--- src/ibtl_pkg.sv ---
// Package with constants, types and register map of the instrument bus talker/listener.
// What this block does
// RULE1: Five switch bits give address, 31 talk-only.
// RULE2: Switch value 31 selects unaddressed talk-only.
// RULE3: Factory preset switch address is decimal 10.
// RULE4: Loop controller keeps 0, assigns upward.
// RULE5: Remote, talk, listen indicators follow state.
// RULE6: Service indicator lit by masked conditions only.
// RULE7: Going local clears only remote indicator.
// RULE8: Talk indicator stays lit in talk-only.
// RULE9: Output format identical in both modes.
// RULE10: Enabled status bit raises service request.
// RULE11: Power-up in local; remote before programming.
// RULE12: Remote ignores panel; local key returns.
// RULE13: Lockout disables local key; NRE clears.
// RULE14: No parallel poll on bus; full on loop.
// RULE15: Device clear resets and clears display.
// RULE16: Trigger marks next measurement as triggered.
// RULE17: Listen addressing while talking leaves talker.
// RULE18: Talker answers poll, sends identifications.
// RULE19: Loop service request also via IDY frame.
// RULE20: Simple addresses only, never controller.
// RULE21: Remote power-down requests are ignored.
// RULE22: DDL enables or disables auto-addressing.
// RULE23: Commands are coded bytes; data ASCII.
// RULE24: Loop frames eleven bits; others pass on.
// RULE25: Indicators driven straight from state flags.
package ibtl_pkg;
    // Switch value that selects talk-only operation.
    localparam logic [4:0] IBTL_TALK_ONLY_ADDR = 5'h1f;
    // Factory preset switch address.
    localparam logic [4:0] IBTL_PRESET_ADDR = 5'h0a;
    // Loop frame width in bits.
    localparam int IBTL_FRAME_BITS = 11;
    // Register byte offsets.
    localparam logic [7:0] IBTL_CMD_OFS = 8'h00;
    localparam logic [7:0] IBTL_STAT_OFS = 8'h04;
    localparam logic [7:0] IBTL_MASK_OFS = 8'h08;
    localparam logic [7:0] IBTL_COND_OFS = 8'h0c;
    localparam logic [7:0] IBTL_FRAME_OFS = 8'h10;
    localparam logic [7:0] IBTL_CFG_OFS = 8'h14;
    // Reset values.
    localparam logic [7:0] IBTL_MASK_RST = 8'h00;
    localparam logic [1:0] IBTL_CFG_RST = 2'h1;
    // Command codes written to the command register.
    typedef enum logic [4:0] {
        IBTL_C_NOP = 5'h00, IBTL_C_LAD = 5'h01, IBTL_C_TAD = 5'h02,
        IBTL_C_UNL = 5'h03, IBTL_C_UNT = 5'h04, IBTL_C_REN = 5'h05,
        IBTL_C_GTL = 5'h06, IBTL_C_LLO = 5'h07, IBTL_C_NRE = 5'h08,
        IBTL_C_DCL = 5'h09, IBTL_C_SDC = 5'h0a, IBTL_C_GET = 5'h0b,
        IBTL_C_IFC = 5'h0c, IBTL_C_AAD = 5'h0d, IBTL_C_AAU = 5'h0e,
        IBTL_C_DDL = 5'h0f, IBTL_C_EAR = 5'h10, IBTL_C_ANOP = 5'h11,
        IBTL_C_PPE = 5'h12, IBTL_C_PPD = 5'h13, IBTL_C_PPU = 5'h14,
        IBTL_C_SST = 5'h15, IBTL_C_SDI = 5'h16, IBTL_C_SAI = 5'h17,
        IBTL_C_PDN = 5'h18
    } ibtl_cmd_t;
    // Indicator bundle driven to the front panel.
    typedef struct packed {
        logic remote;
        logic talk;
        logic listen;
        logic srq;
    } ibtl_led_t;
    // Loop output request bundle.
    typedef struct packed {
        logic idy;
        logic [1:0] send;
    } ibtl_req_t;
    // Send kinds used by the talker.
    localparam logic [1:0] IBTL_SEND_STATUS = 2'h1;
    localparam logic [1:0] IBTL_SEND_DEVID = 2'h2;
    localparam logic [1:0] IBTL_SEND_ACCID = 2'h3;
endpackage

--- src/ibtl_top.sv ---
// Talker, listener, remote/local, service request and loop frame logic of the instrument.
`timescale 1ns/100ps
module ibtl_top import ibtl_pkg::*; (
    input wire logic sys_clk_i,
    input wire logic resetn_i,
    input wire logic [4:0] addr_switch_i,
    input wire logic local_key_i,
    input wire logic panel_change_i,
    input wire logic loop_sel_i,
    input wire logic hsel,
    input wire logic [7:0] haddr,
    input wire logic [1:0] htrans,
    input wire logic hwrite,
    input wire logic [2:0] hsize,
    input wire logic [31:0] hwdata,
    input wire logic hready,
    output logic [31:0] hrdata,
    output logic hreadyout,
    output logic hresp,
    output ibtl_led_t led_o,
    output logic srq_line_o,
    output logic panel_accept_o,
    output logic dev_clear_o,
    output logic trig_pending_o,
    output ibtl_req_t loop_req_o,
    output logic [10:0] frame_out_o,
    output logic frame_out_valid_o
);
    // Reset synchroniser and switch/key synchronisers.
    logic rst_s1_q, rst_n;
    logic [6:0] pin_s1_q, pin_s2_q;
    // Interface state flags.
    logic remote_q, talk_q, listen_q, llo_q, ren_q, auto_en_q, auto_set_q, pp_en_q, ear_q;
    logic [4:0] auto_addr_q;
    logic [7:0] mask_q, cond_q;
    logic [10:0] frame_in_q;
    logic frame_pend_q;
    logic key_prev_q;
    // Bus address-phase capture, held for the data phase.
    logic wr_q;
    logic [7:0] wa_q;
    // Decoded command fields.
    ibtl_cmd_t cmd;
    logic [4:0] arg, my_addr;
    logic cmd_go, talk_only, key_rise, panel_ok, srq_now, addressed;

    // Reset is released through two flip-flops.
    always_ff @(posedge sys_clk_i or negedge resetn_i) begin
        if (!resetn_i) begin
            rst_s1_q <= 1'b0;
            rst_n <= 1'b0;
        end else begin
            rst_s1_q <= 1'b1;
            rst_n <= rst_s1_q;
        end
    end

    // Switch, key and panel pins pass two flip-flops before use.
    always_ff @(posedge sys_clk_i or negedge rst_n) begin
        if (!rst_n) begin
            pin_s1_q <= 7'h00;
            pin_s2_q <= 7'h00;
        end else begin
            pin_s1_q <= {panel_change_i, local_key_i, addr_switch_i};
            pin_s2_q <= pin_s1_q;
        end
    end

    // Switch value 31 selects talk-only, else the switch or auto address is used.
    assign talk_only = (pin_s2_q[4:0] == IBTL_TALK_ONLY_ADDR); // see RULE1 see RULE2
    assign my_addr = (auto_en_q && auto_set_q && loop_sel_i) ? auto_addr_q : pin_s2_q[4:0];
    assign key_rise = pin_s2_q[5] && !key_prev_q;
    // Write data phase into the command register carries a command code and argument.
    // The command is acted on in the data phase, one cycle after the address phase.
    // Nothing here waits, so the bus never needs a wait state for a command.
    assign cmd_go = wr_q && (wa_q == IBTL_CMD_OFS);
    // Interface commands arrive as coded words, never as character text.
    // Codes outside the table decode to nothing and are silently dropped.
    assign cmd = ibtl_cmd_t'(hwdata[4:0]); // see RULE23
    // The address or argument field sits in the second byte of the word.
    assign arg = hwdata[12:8];
    // Only simple five-bit addresses are matched; no secondary address exists.
    assign addressed = (arg == my_addr) && !talk_only; // see RULE20
    assign srq_now = |(cond_q & mask_q); // see RULE6 see RULE10
    assign panel_ok = !remote_q;

    // Key edge tracking.
    always_ff @(posedge sys_clk_i or negedge rst_n) begin
        if (!rst_n) begin
            key_prev_q <= 1'b0;
        end else begin
            key_prev_q <= pin_s2_q[5];
        end
    end

    // AHB-Lite address phase capture; the slave is ready from the first clock after reset, responses OKAY.
    always_ff @(posedge sys_clk_i or negedge rst_n) begin
        if (!rst_n) begin
            wr_q <= 1'b0;
            wa_q <= 8'h00;
        end else if (hready) begin
            wr_q <= hsel && htrans[1] && hwrite;
            wa_q <= haddr;
        end else begin
            wr_q <= 1'b0;
        end
    end

    // Read data registered at the address phase; unmapped offsets read zero.
    always_ff @(posedge sys_clk_i or negedge rst_n) begin
        if (!rst_n) begin
            hrdata <= 32'h0000_0000;
            hreadyout <= 1'b0;
            hresp <= 1'b0;
        end else begin
            hreadyout <= 1'b1;
            hresp <= 1'b0;
            if (hready && hsel && htrans[1] && !hwrite) begin
                unique case (haddr)
                    IBTL_STAT_OFS: hrdata <= {16'h0000, 3'h0, my_addr, llo_q, ren_q,
                        pp_en_q, ear_q, remote_q, talk_q, listen_q, srq_now};
                    IBTL_MASK_OFS: hrdata <= {24'h000000, mask_q};
                    IBTL_COND_OFS: hrdata <= {24'h000000, cond_q};
                    IBTL_FRAME_OFS: hrdata <= {20'h00000, frame_pend_q, frame_in_q};
                    IBTL_CFG_OFS: hrdata <= {30'h0, auto_set_q, auto_en_q};
                    default: hrdata <= 32'h0000_0000;
                endcase
            end
        end
    end

    // Service mask and conditions; within one condition write a set bit wins over a clear bit.
    always_ff @(posedge sys_clk_i or negedge rst_n) begin
        if (!rst_n) begin
            mask_q <= IBTL_MASK_RST;
            cond_q <= 8'h00;
        end else begin
            if (wr_q && wa_q == IBTL_MASK_OFS) begin
                mask_q <= hwdata[7:0];
            end
            if (wr_q && wa_q == IBTL_COND_OFS) begin
                cond_q <= (cond_q & ~hwdata[7:0]) | hwdata[15:8];
            end else begin
                cond_q <= cond_q | (cmd_go && cmd == IBTL_C_PDN ? 8'h00 : 8'h00);
            end
        end
    end

    // Remote/local and lockout state.
    always_ff @(posedge sys_clk_i or negedge rst_n) begin
        if (!rst_n) begin
            remote_q <= 1'b0; // see RULE11
            ren_q <= 1'b0;
            llo_q <= 1'b0;
        end else if (cmd_go) begin
            unique case (cmd)
                IBTL_C_REN: ren_q <= 1'b1;
                IBTL_C_LLO: llo_q <= 1'b1; // see RULE13
                IBTL_C_NRE: begin
                    ren_q <= 1'b0;
                    llo_q <= 1'b0; // see RULE13
                    remote_q <= 1'b0;
                end
                // Remote is entered only when listen addressed with remote enabled.
                // Without a prior remote enable the device stays under panel control.
                IBTL_C_LAD: if (addressed && ren_q) remote_q <= 1'b1;
                // Go to local acts only on a listener and leaves lockout in force.
                // Lockout therefore survives a go-to-local and needs its own clear.
                IBTL_C_GTL: if (listen_q) remote_q <= 1'b0;
                default: remote_q <= remote_q;
            endcase
        end else if (key_rise && remote_q && !llo_q) begin
            remote_q <= 1'b0; // see RULE12 see RULE7
        end
    end

    // Talker and listener state; going local leaves these untouched.
    always_ff @(posedge sys_clk_i or negedge rst_n) begin
        if (!rst_n) begin
            talk_q <= 1'b0;
            listen_q <= 1'b0;
        end else if (talk_only) begin
            talk_q <= 1'b1; // see RULE8
            listen_q <= 1'b0;
        end else if (cmd_go) begin
            unique case (cmd)
                IBTL_C_LAD: if (addressed) begin
                    listen_q <= 1'b1;
                    talk_q <= 1'b0; // see RULE17
                end
                // A talk address for another device unaddresses this talker.
                // Only one talker may drive the interface at a time.
                IBTL_C_TAD: talk_q <= addressed;
                // Unlisten and untalk are global and need no address match.
                IBTL_C_UNL: listen_q <= 1'b0;
                IBTL_C_UNT: talk_q <= 1'b0;
                // Interface clear drops both roles at once.
                IBTL_C_IFC: begin
                    talk_q <= 1'b0;
                    listen_q <= 1'b0;
                end
                default: talk_q <= talk_q;
            endcase
        end
    end

    // Loop auto-address, DDL control and parallel poll enable.
    always_ff @(posedge sys_clk_i or negedge rst_n) begin
        if (!rst_n) begin
            auto_en_q <= IBTL_CFG_RST[0];
            auto_set_q <= 1'b0;
            // Parked at the factory preset until the loop assigns an address.
            // The switch address still rules while no auto address is set.
            auto_addr_q <= IBTL_PRESET_ADDR; // see RULE3
            pp_en_q <= 1'b0;
            ear_q <= 1'b0;
        end else if (cmd_go && loop_sel_i) begin
            unique case (cmd)
                IBTL_C_AAD: if (auto_en_q) begin
                    auto_addr_q <= arg; // see RULE4
                    auto_set_q <= 1'b1;
                end
                // Unconfigure falls back to the rear switch address.
                // The stored auto address is kept but no longer used.
                IBTL_C_AAU: auto_set_q <= 1'b0;
                // Auto addressing may only be switched while not auto addressed.
                IBTL_C_DDL: if (listen_q && !auto_set_q) auto_en_q <= arg[0]; // see RULE22
                IBTL_C_EAR: ear_q <= 1'b1;
                IBTL_C_ANOP: ear_q <= 1'b0;
                IBTL_C_PPE: pp_en_q <= 1'b1; // see RULE14
                IBTL_C_PPD: if (listen_q) pp_en_q <= 1'b0;
                IBTL_C_PPU: pp_en_q <= 1'b0;
                default: pp_en_q <= pp_en_q; // see RULE21
            endcase
        end
    end

    // Loop frame handling: foreign frames pass unchanged, AAD forwards n+1.
    always_ff @(posedge sys_clk_i or negedge rst_n) begin
        if (!rst_n) begin
            frame_in_q <= 11'h000;
            frame_pend_q <= 1'b0;
            frame_out_o <= 11'h000;
            frame_out_valid_o <= 1'b0;
        end else begin
            frame_out_valid_o <= 1'b0;
            if (wr_q && wa_q == IBTL_FRAME_OFS && loop_sel_i) begin
                frame_in_q <= hwdata[IBTL_FRAME_BITS-1:0]; // see RULE24
                frame_pend_q <= 1'b1;
                frame_out_o <= hwdata[IBTL_FRAME_BITS-1:0];
                frame_out_valid_o <= 1'b1;
            end else if (cmd_go && cmd == IBTL_C_AAD && loop_sel_i) begin
                frame_out_o <= {6'h00, 5'(arg + 5'h01)};
                frame_out_valid_o <= 1'b1;
            end
        end
    end

    // Clear, trigger, talker send requests and loop service IDY.
    always_ff @(posedge sys_clk_i or negedge rst_n) begin
        if (!rst_n) begin
            dev_clear_o <= 1'b0;
            trig_pending_o <= 1'b0;
            loop_req_o <= '0;
        end else begin
            // The clear is a single-cycle pulse; universal clear needs no addressing.
            // A selected clear only reaches a device that is listen addressed.
            dev_clear_o <= cmd_go && (cmd == IBTL_C_DCL ||
                (cmd == IBTL_C_SDC && listen_q)); // see RULE15
            if (cmd_go && cmd == IBTL_C_GET && listen_q) begin
                trig_pending_o <= 1'b1; // see RULE16
            end else if (wr_q && wa_q == IBTL_CFG_OFS && hwdata[8]) begin
                trig_pending_o <= 1'b0;
            end
            loop_req_o.idy <= loop_sel_i && ear_q && srq_now; // see RULE19
            // One output format serves talk-only and addressed talking alike.
            if (cmd_go && talk_q && cmd == IBTL_C_SST) begin
                loop_req_o.send <= IBTL_SEND_STATUS; // see RULE18 see RULE9
            end else if (cmd_go && talk_q && loop_sel_i && cmd == IBTL_C_SDI) begin
                loop_req_o.send <= IBTL_SEND_DEVID;
            end else if (cmd_go && talk_q && loop_sel_i && cmd == IBTL_C_SAI) begin
                loop_req_o.send <= IBTL_SEND_ACCID;
            end else begin
                loop_req_o.send <= 2'h0;
            end
        end
    end

    // Indicators and the service line mirror the state flags; panel changes pass only in local.
    always_ff @(posedge sys_clk_i or negedge rst_n) begin
        if (!rst_n) begin
            led_o <= '0;
            srq_line_o <= 1'b0;
            panel_accept_o <= 1'b1;
        end else begin
            led_o.remote <= remote_q; // see RULE5
            led_o.talk <= talk_q || talk_only; // see RULE25
            led_o.listen <= listen_q;
            led_o.srq <= srq_now;
            srq_line_o <= srq_now; // see RULE10
            panel_accept_o <= panel_ok && pin_s2_q[6]; // see RULE12
        end
    end
endmodule

--- config.mk ---
export PLATFORM = sky130hd
export DESIGN_NAME = ibtl_top
export DESIGN_NICKNAME = d
export VERILOG_FILES = /design/src/ibtl_pkg.sv /design/src/ibtl_top.sv
export SDC_FILE = /design/constraint.sdc
export NUM_CORES = 1
export LEC_CHECK = 0
export BUFFER_PORTS_ARGS = -buffer_cell sky130_fd_sc_hd__buf_2
export CORE_ASPECT_RATIO = 1.5
export CORE_UTILIZATION = 48
export CTS_CLUSTER_SIZE = 30
export DETAILED_ROUTE_END_ITERATION = 8
export GPL_TIMING_DRIVEN = 0
export PLACE_DENSITY = 0.83
export SLEW_MARGIN = 20
export SYNTH_ARGS = -nofsm -noshare
export SYNTH_HDL_FRONTEND = slang
export SYNTH_SLANG_ARGS = --single-unit
export TNS_END_PERCENT = 50
--- constraint.sdc ---
create_clock -name sys_clk_i -period 3.25 [get_ports sys_clk_i]
set_clock_uncertainty 0.15 [all_clocks]
set_input_delay 0.65 -clock sys_clk_i [delete_from_list [all_inputs] [get_ports sys_clk_i]]
set_output_delay 0.65 -clock sys_clk_i [all_outputs]
set_load 0.1 [all_outputs]
Word level (Yosys, flattened, before mapping)
Cells that the tools add are included.

Input bits: 58. Logic and storage cells: 178. Register bits: 123.

Add/subtract/negate cells: 1. Bitwise logic cells: 4. Reduce and logical (&&, ||, !) cells: 68. Eq/ne operators: 40. Muxes and demuxes: 31.

Operators with widths (count): 13-bit case mux with 5 select lines (1); 5-bit == test (second input constant) (9); 5-bit by 4-bit == test with 1-bit output (second input constant) (8); 1-bit logical AND (35); 8-bit by 4-bit == test with 1-bit output (second input constant) (4); 8-bit by 5-bit == test with 1-bit output (second input constant) (4); 11-bit 2-to-1 mux (2); 5-bit by 3-bit == test with 1-bit output (second input constant) (4); 3-bit AND reduction (6); 8-bit bitwise AND (2); 1-bit 2-to-1 mux (16); 2-bit nonzero test (8); 5-bit by 2-bit == test with 1-bit output (second input constant) (2); 1-bit case mux with 2 select lines (5); 3-bit inequality test (second input constant) (3); 1-bit case mux with 3 select lines (3); 8-bit by 3-bit == test with 1-bit output (second input constant) (1); 8-bit logical NOT (1); 8-bit NOT (1); 8-bit OR (1); 8-bit OR reduction (1); 1-bit logical NOT (6); 2-bit 2-to-1 mux (3); 2-bit AND reduction (3); other kinds (11) (15).

Longest topological paths before layout
Gate-level depths: netlist of run 1.

Word-level depth: 9. Gate-level depth with buffers: 7. Gate-level depth less buffers: 6.

Worst setup path before layout of run 1
Ideal clock, no wire load.

Kind: input-to-reg. Start: in hwdata[4]. End: reg auto_addr_q[0]. Buffers on the path: 1. Setup time: 0.125 ns. Arrival: 2.004 ns. Slack: 0.971 ns. Stages: 6. Data required time: 2.975 ns. Cell sequence: buf_4 nor2_1 nor4b_4 nand4_4 nor2_8 mux2_4.

Longest elaborated chain between the ends: 2.

Ends and longest elaborated chain: from (decl) (line ibtl_top.sv:15) `input wire logic [31:0] hwdata,`; 5-bit by 4-bit == test with 1-bit output (line ibtl_top.sv:218) `unique case (cmd)`; 3-bit AND reduction (no source line); to (signal assigned) (line ibtl_top.sv:220) `auto_addr_q <= arg;`; to (decl) (line ibtl_top.sv:34) `logic [4:0] auto_addr_q;`.

No other way between the ends. A chain may end at the register's enable or synchronous reset.

Worst setup path in the final report of run 1
Start: reg wa_q[1]. End: reg frame_out_o[0].

Longest elaborated chain between the ends: 5.

Ends and longest elaborated chain: from (decl) (line ibtl_top.sv:41) `logic [7:0] wa_q;`; from (signal assigned) (line ibtl_top.sv:103) `wa_q <= haddr;`; 8-bit logical NOT (line ibtl_top.sv:76) `assign cmd_go = wr_q && (wa_q == IBTL_CMD_OFS);`; 1-bit logical AND (line ibtl_top.sv:76); 1-bit logical AND (2 in series) (line ibtl_top.sv:252) `end else if (cmd_go && cmd == IBTL_C_AAD && loop_sel_i) begin`; 2-bit nonzero test (no source line); to (signal assigned) (line ibtl_top.sv:250) `frame_out_o <= hwdata[IBTL_FRAME_BITS-1:0];`; to (signal assigned) (line ibtl_top.sv:253) `frame_out_o <= {6'h00, 5'(arg + 5'h01)};`; to (decl) (line ibtl_top.sv:26) `output logic [10:0] frame_out_o,`.

Parallel ways exist; a longest one is shown, timed or not.

==> results of run 1 <==
[cell families after synthesis]
kind of cell	Yosys count
simple gates	161
fa+ha+maj	1
xor+xnor	8
other cells	2
mux	30
buf+inv	51
flops	104
compound gates	89
[per-layer routing]
metal	global-route usage (%)	routed length (um)	up-vias
met5	0	0	-
met4	15.0	523	0
met3	5.57	713	44
met2	43.4	6490	180
met1	26.8	4530	1886
li1	-	-	1748
[repair_timing]
action / in CTS / in global routing
hold buffers: 1 / 0
hold endpoints to repair: 2 / 0
endpoints found under the setup margin: 0 / 0
[per-stage QoR]
stage / std cells / hold slack, ps / instance area [um^2] / total power [mW] / setup WS (ps)
4_1_cts: 670 / 200 / 5740 / 2.88 / 698
3_3_place_gp: 651 / 183 / 5360 / 1.68 / 118
6_report: 670 / 199 / 5740 / 2.86 / 703
5_1_grt: 670 / 208 / 5740 / 2.95 / 587
2_1_floorplan: 466 / 181 / 4860 / 1.61 / 971
3_5_place_dp: 653 / 185 / 5400 / 1.69 / 529
[critical path: stages, from the launching register on]
cell,delay [ps]
dfrtp_1,410
nor4b_4,330
nand2_2,170
nor4b_4,560
a41oi_2,470
nand2_1,190
o211ai_1,120
[state kept, by name (all words and copies together), names as in the netlist, 3 cells and up]
name,count
frame_out_o,11
pin_s2_q,7
pin_s1_q,7
cond_q,8
auto_addr_q,5
led_o,3
wa_q,8
frame_in_q,11
hrdata,13
loop_req_o,3
mask_q,8
[placed cells by master (no fill, tap or decap), drive strengths merged, types with 5 or more instances in the layout]
master / netlist / final
clkbuf: 16 / 28
mux2i: 8 / 8
xnor2: 6 / 6
nand2: 81 / 81
dfrtp: 100 / 100
nor2: 18 / 18
inv: 7 / 8
o21ai: 30 / 30
nor2b: 5 / 5
nor4b: 5 / 5
and3: 8 / 8
nor3: 5 / 5
nand4: 7 / 7
nand3: 11 / 11
a22o: 8 / 8
a21oi: 10 / 10
a22oi: 17 / 17
conb: 2 / 22
nand2b: 5 / 5
mux2: 22 / 22
buf: 28 / 100
[power groups by stage]
stage	sequential, mW	combinational, mW	clock [mW]
after global placement	1.39	0.288	0
after CTS	1.35	0.312	1.21
after floorplan	1.40	0.211	0
final	1.35	0.313	1.19
after detailed placement	1.38	0.310	0
after global routing	1.36	0.331	1.26
[final timing paths]
| kind | to | cells after the start | slack [ps] |
|---|---|---|---|
| max | frame_out_o[0] | 6 | 700 |
| min | pin_s2_q[3] | 0 | 200 |
| max reg2reg | frame_out_o[0] | 6 | 700 |
| min reg2reg | pin_s2_q[3] | 0 | 200 |
| max in group asynchronous | auto_en_q | 1 | 2000 |
| min in group asynchronous | dev_clear_o | 0 | 210 |
[layout make-up]
cell class	instances	area (um^2)
Fill cell	822	3950
Sequential cell	104	2610
Tap cell	115	144
Timing Repair Buffer	73	393
Clock buffer	12	256
Buffer	44	267
Clock inverter	4	73.8
Multi-Input combinational cell	311	1970
Inverter	7	26.3
==> impl_results.md, run 1 <==
- Clock latency at the later pin of the worst-skew pair: 350 ps
- Post-layout min period: 2550 ps
- Initial DRC count: 241
- Max Cap Viol: 0
- Req. time, crit path: 3310 ps
- Diodes inserted: 0
- Core Util, Final: 59.2%
- Share of the synthesized area in the top cell type: 52.3%
- Arr. time, crit path: 2600 ps
- Post-DP HPWL: 9040 um
- Largest net degree at the start of global routing: 55
- Top-count cell post-synth: dfrtp_1
- Ports: 115
- Max Clk Rate: 393 MHz
- Critical Setup Path Class: reg -> reg
- Initial antenna violation count: 0
- Number of nets in the layout: 609
- Final setup fails: 0
- Top cells by area, synth: dfrtp_1 52%, nand2_1 6.3%, mux2_2 4.0%, buf_4 3.6%, o21ai_0 3.1%
- Prevailing post-synth register cell: dfrtp_1
- Synth Instances: 446
- Seq cells post-synth: 104
- Sw Share: 25.6%
- Max clock buf depth: 2
- FP Rows: 44
- Share of cells above drive strength 1: 27.9%
- Cell taking the most area after synthesis: dfrtp_1
- Comb power frac: 11.0%
- Crit path max fanout: 10
- Largest family of logic cells by synthesized area: simple AND/OR/NAND/NOR gates
- Total Routed Length: 12,300 um
- Die area: 10,400 um^2
- P&R area growth vs syn: 19.9%
- Crit path launch: wa_q[1]
- Pwr/cell area: 498 nW/um^2
- Wire per inst: 18.3 um
- Status: complete, no violations
- Flop pwr share: 47.4%
- I/O Buffers: 70
- Die Ht: 124 um
- Synth Area in XOR/XNOR: 1.46%
- RSZ-0062 raised after global routing: false
- Distinct cells, synth: 58
- Number of flops mapped to enable cells by yosys: 0
- Initial core utilization: 49.4%
- TritonCTS buffer count: 9
- Antenna viol nets, final: 0
- Root buffer cell: clkbuf_16
- Simple-gate share of the synthesized area: 18.0%
- # Post-CTS Setup Buffers: 0
- Post-route clock period utilization: 78.4%
- First-pass GRT wire length: 19,400 um
- Htree depth: 3
- Core area: 9690 um^2
- Worst hold path class: reg -> reg
- Synth Area in Adders: 0.262%
- Synthesis Warnings: 0
- Pleak: 2.83 nW
- Final hold vios: 0
- Via density: 5.76
- CTS tree: done
- Psw: 0.733 mW
- P_int: 2.13 mW
- Async SR Flop Fraction: 100%
- Max_slew headroom: 28.4%
- Die width: 83.5 um
- Clock slew at reported path FFs: 60 ps
- Pre-antenna DRT Iters: 5
- DR vias: 3,858
- Via count of the first global-routing pass: 3,853
- Sequential element share of the synthesized area: 54.5%
- Synth Area in Compound Gates: 12.3%
- CTS sink cnt: 104
- Post-Syn Area: 4780 um^2
- Congestion Overflow GR: 0
- Setup crit start kind: flop
- Residual DRC count: 0
- Max Transition Viols Final: 0
- GRT Overall Usage: 24.7%
- Post-CTS sizing: 0
- Multiplexer share of the synthesized area: 7.24%
- Maximum VDD drop: 0.316 mV
- Synth Area per Inst: 10.7 um^2
- Min-delay src: pin_s1_q[3]
- RD Place Congestion: 0.925
- CP endpoint kind: flop
- Power share of the clock group: 41.7%
- Reg2Reg Launch Point: wa_q[1]
- Worst-margin pin slew: 1070 ps
- Post-synth top cells: 100 x dfrtp_1, 80 x nand2_1, 30 x o21ai_0, 23 x buf_4
- Setup TNS: 0 ps
Power figures use the tool's default switching activity.
==> run 2: changes to the inputs <==
Clock period 3.25 ns to 2.2 ns, I/O delays scaled along.
==> impl_results.md, run 2 (synthesis results as in run 1) <==
- Status: complete, but fails checks
- Failing checks: setup timing
- Post-DP HPWL: 9040 um (unchanged)
- Critical Setup Path Class: reg -> reg
- Psw: 1.10 mW (+50%)
- Crit-path slowest cell: dfrtp_1
- CTS sink cnt: 104 (unchanged)
- DR vias: 3,896 (+0.98%)
- Die Ht: 124 um (unchanged)
- Cell repeated most along the worst path: nor4b_4
- Initial core utilization: 49.4% (unchanged)
- Congestion Overflow GR: 0 (unchanged)
- Post-layout min period: 2230 ps (-317 ps)
- Largest net degree at the start of global routing: 55 (unchanged)
- RSZ-0062 raised after global routing: true
- R2R Setup Slk: -30 ps (-730 ps)
- Fillers: 792 (-3.6%)
- CP Cell Sequence: nor4b_4 -> nand2_2 -> nor4b_4 -> nand4_4 -> nor2_8 -> mux2_4
- Final setup margin: -29.9 ps (-733 ps)
- GRT Overall Usage: 24.9% (+0.17 points)
- Share of cells above drive strength 1: 33.8% (+5.9 points)
- Clock slew at reported path FFs: 60 ps (about the same)
- Top reg by flops: hrdata
- Commonest non-fill, non-tap cell in the layout: dfrtp_1
- Post-route clock period utilization: 101% (+23 points)
- Power share of the clock group: 41.5% (-0.2 points)
- Diodes inserted: 0 (unchanged)
- Sw Share: 25.8% (+0.20 points)
- CP endpoint kind: flop
- Die area: 10,400 um^2 (unchanged)
- Residual DRC count: 0 (unchanged)
- Via density: 5.73 (-0.50%)
- TritonCTS buffer count: 9 (unchanged)
- Die width: 83.5 um (unchanged)
- Crit path max fanout: 6 (-4)
- Max_slew headroom: 52.4% (+24 points)
- Final hold vios: 0 (unchanged)
- Initial antenna violation count: 0 (unchanged)
- Largest regs: hrdata x13, frame_in_q x11, frame_out_o x11
- FP Rows: 44 (unchanged)
- Htree depth: 3 (unchanged)
- Setup crit start kind: flop
- Max Transition Viols Final: 0 (unchanged)
- Largest stage delay on the critical path: 410 ps (-150 ps)
- Max reg flops: 13 (unchanged)
- Leading cell types in the layout, fill and taps excluded: 99 x dfrtp_1, 74 x buf_2, 71 x nand2_1
- Maximum VDD drop: 0.452 mV (+43%)
- Pleak: 2.88 nW (+1.7%)
- Wire per inst: 18.1 um (-0.80%)
- Total Routed Length: 12,300 um (+0.68%)
- Number of nets in the layout: 619 (+1.6%)
- Arr. time, crit path: 2320 ps (-280 ps)
- First-pass GRT wire length: 19,600 um (+0.96%)
- Clock latency at the later pin of the worst-skew pair: 350 ps (about the same)
- Root buffer cell: clkbuf_16
- Final setup fails: 7 (+7)
- Worst-margin pin slew: 715 ps (-356 ps)
- Core area: 9690 um^2 (unchanged)
- Initial DRC count: 305 (+27%)
- Max Cap Viol: 0 (unchanged)
- Pre-antenna DRT Iters: 5 (unchanged)
- Ports: 115 (unchanged)
- Antenna viol nets, final: 0 (unchanged)
- Max clock buf depth: 2 (unchanged)
- Place WS: -322 ps (-851 ps)
- Req. time, crit path: 2290 ps (-1020 ps)
- Flop pwr share: 47.2% (-0.2 points)
- Pwr/cell area: 712 nW/um^2 (+43%)
- CTS tree: done
- Comb power frac: 11.3% (+0.3 points)
- Worst hold path class: in -> reg
- Max Clk Rate: 448 MHz (+14%)
- RD Place Congestion: 0.925 (unchanged)
- I/O Buffers: 70 (unchanged)
- P&R area growth vs syn: 24.5%
- Hold WS: 40.0 ps (-159 ps)
- Via count of the first global-routing pass: 3,901 (+1.2%)
- P_int: 3.15 mW (+48%)
==> run 2: cell types whose count changed in the layout (fill, tap and decap cells not counted), sizes merged <==
cell and delta:
buf +10
==> run 2: worst paths after layout <==
| path | start | endpoint | depth (start not counted) |
|---|---|---|---|
| max reg2reg | wa_q[1] | auto_addr_q[4] | 6 |
| min in group asynchronous | rst_n | dev_clear_o | 0 |
| max in group asynchronous | rst_n | auto_en_q | 1 |
| min | addr_switch_i[2] | pin_s1_q[2] | 1 |
| min reg2reg | pin_s1_q[3] | pin_s2_q[3] | 0 |
| max | wa_q[1] | auto_addr_q[4] | 6 |
==> run 2: timing repair <==
item,4_1_cts,5_1_grt
endpoints found under the setup margin,29,36
hold endpoints to repair,2,0
hold buffers,1,0
pin swaps,6,16
setup buffers,9,1
gates resized for setup,8,30
==> run 2: area by class of cell <==
type	count	area [um^2]	share of cell area (%)
Multi-Input combinational cell	311	2090	35.2
Buffer	44	272	4.56
Sequential cell	104	2610	43.8
Timing Repair Buffer	83	479	8.04
Inverter	7	26.3	0.441
Clock buffer	12	256	4.31
Clock inverter	4	73.8	1.24
Tap cell	115	144	2.42
==> run 2: routing by layer <==
metal,routed length [um],up-vias,track usage [%]
met2,6580,162,43.9
met5,0,-,0
li1,-,1765,-
met4,587,0,15.1
met1,4500,1929,26.8
met3,672,40,5.77
==> run 2: critical path, delay by kind of cell, from the launching register on <==
family	cells	cell delay [ps]
DFF	1	410
muxes	1	320
and+or+nand+nor	5	1230
==> run 2: power by group through the flow <==
stage / sequential, mW / combinational (mW) / clock (mW)
4_1_cts: 2.00 / 0.469 / 1.79
2_1_floorplan: 2.07 / 0.312 / 0
3_3_place_gp: 2.05 / 0.426 / 0
3_5_place_dp: 2.04 / 0.457 / 0
6_report: 2.00 / 0.481 / 1.76
5_1_grt: 2.01 / 0.507 / 1.86
==> run 2: per-stage QoR <==
stage	TNS [ps]	total power, mW	instance area [um^2]	util [%]	instances
after floorplan	-99.8	2.38	4860	-	466
after global placement	-32530	2.47	5360	55.3	651
after detailed placement	-9150	2.49	5400	55.7	653
after CTS	-302	4.26	5850	60.3	679
after global routing	-1600	4.37	5960	61.5	680
final	-85.5	4.24	5960	61.5	680
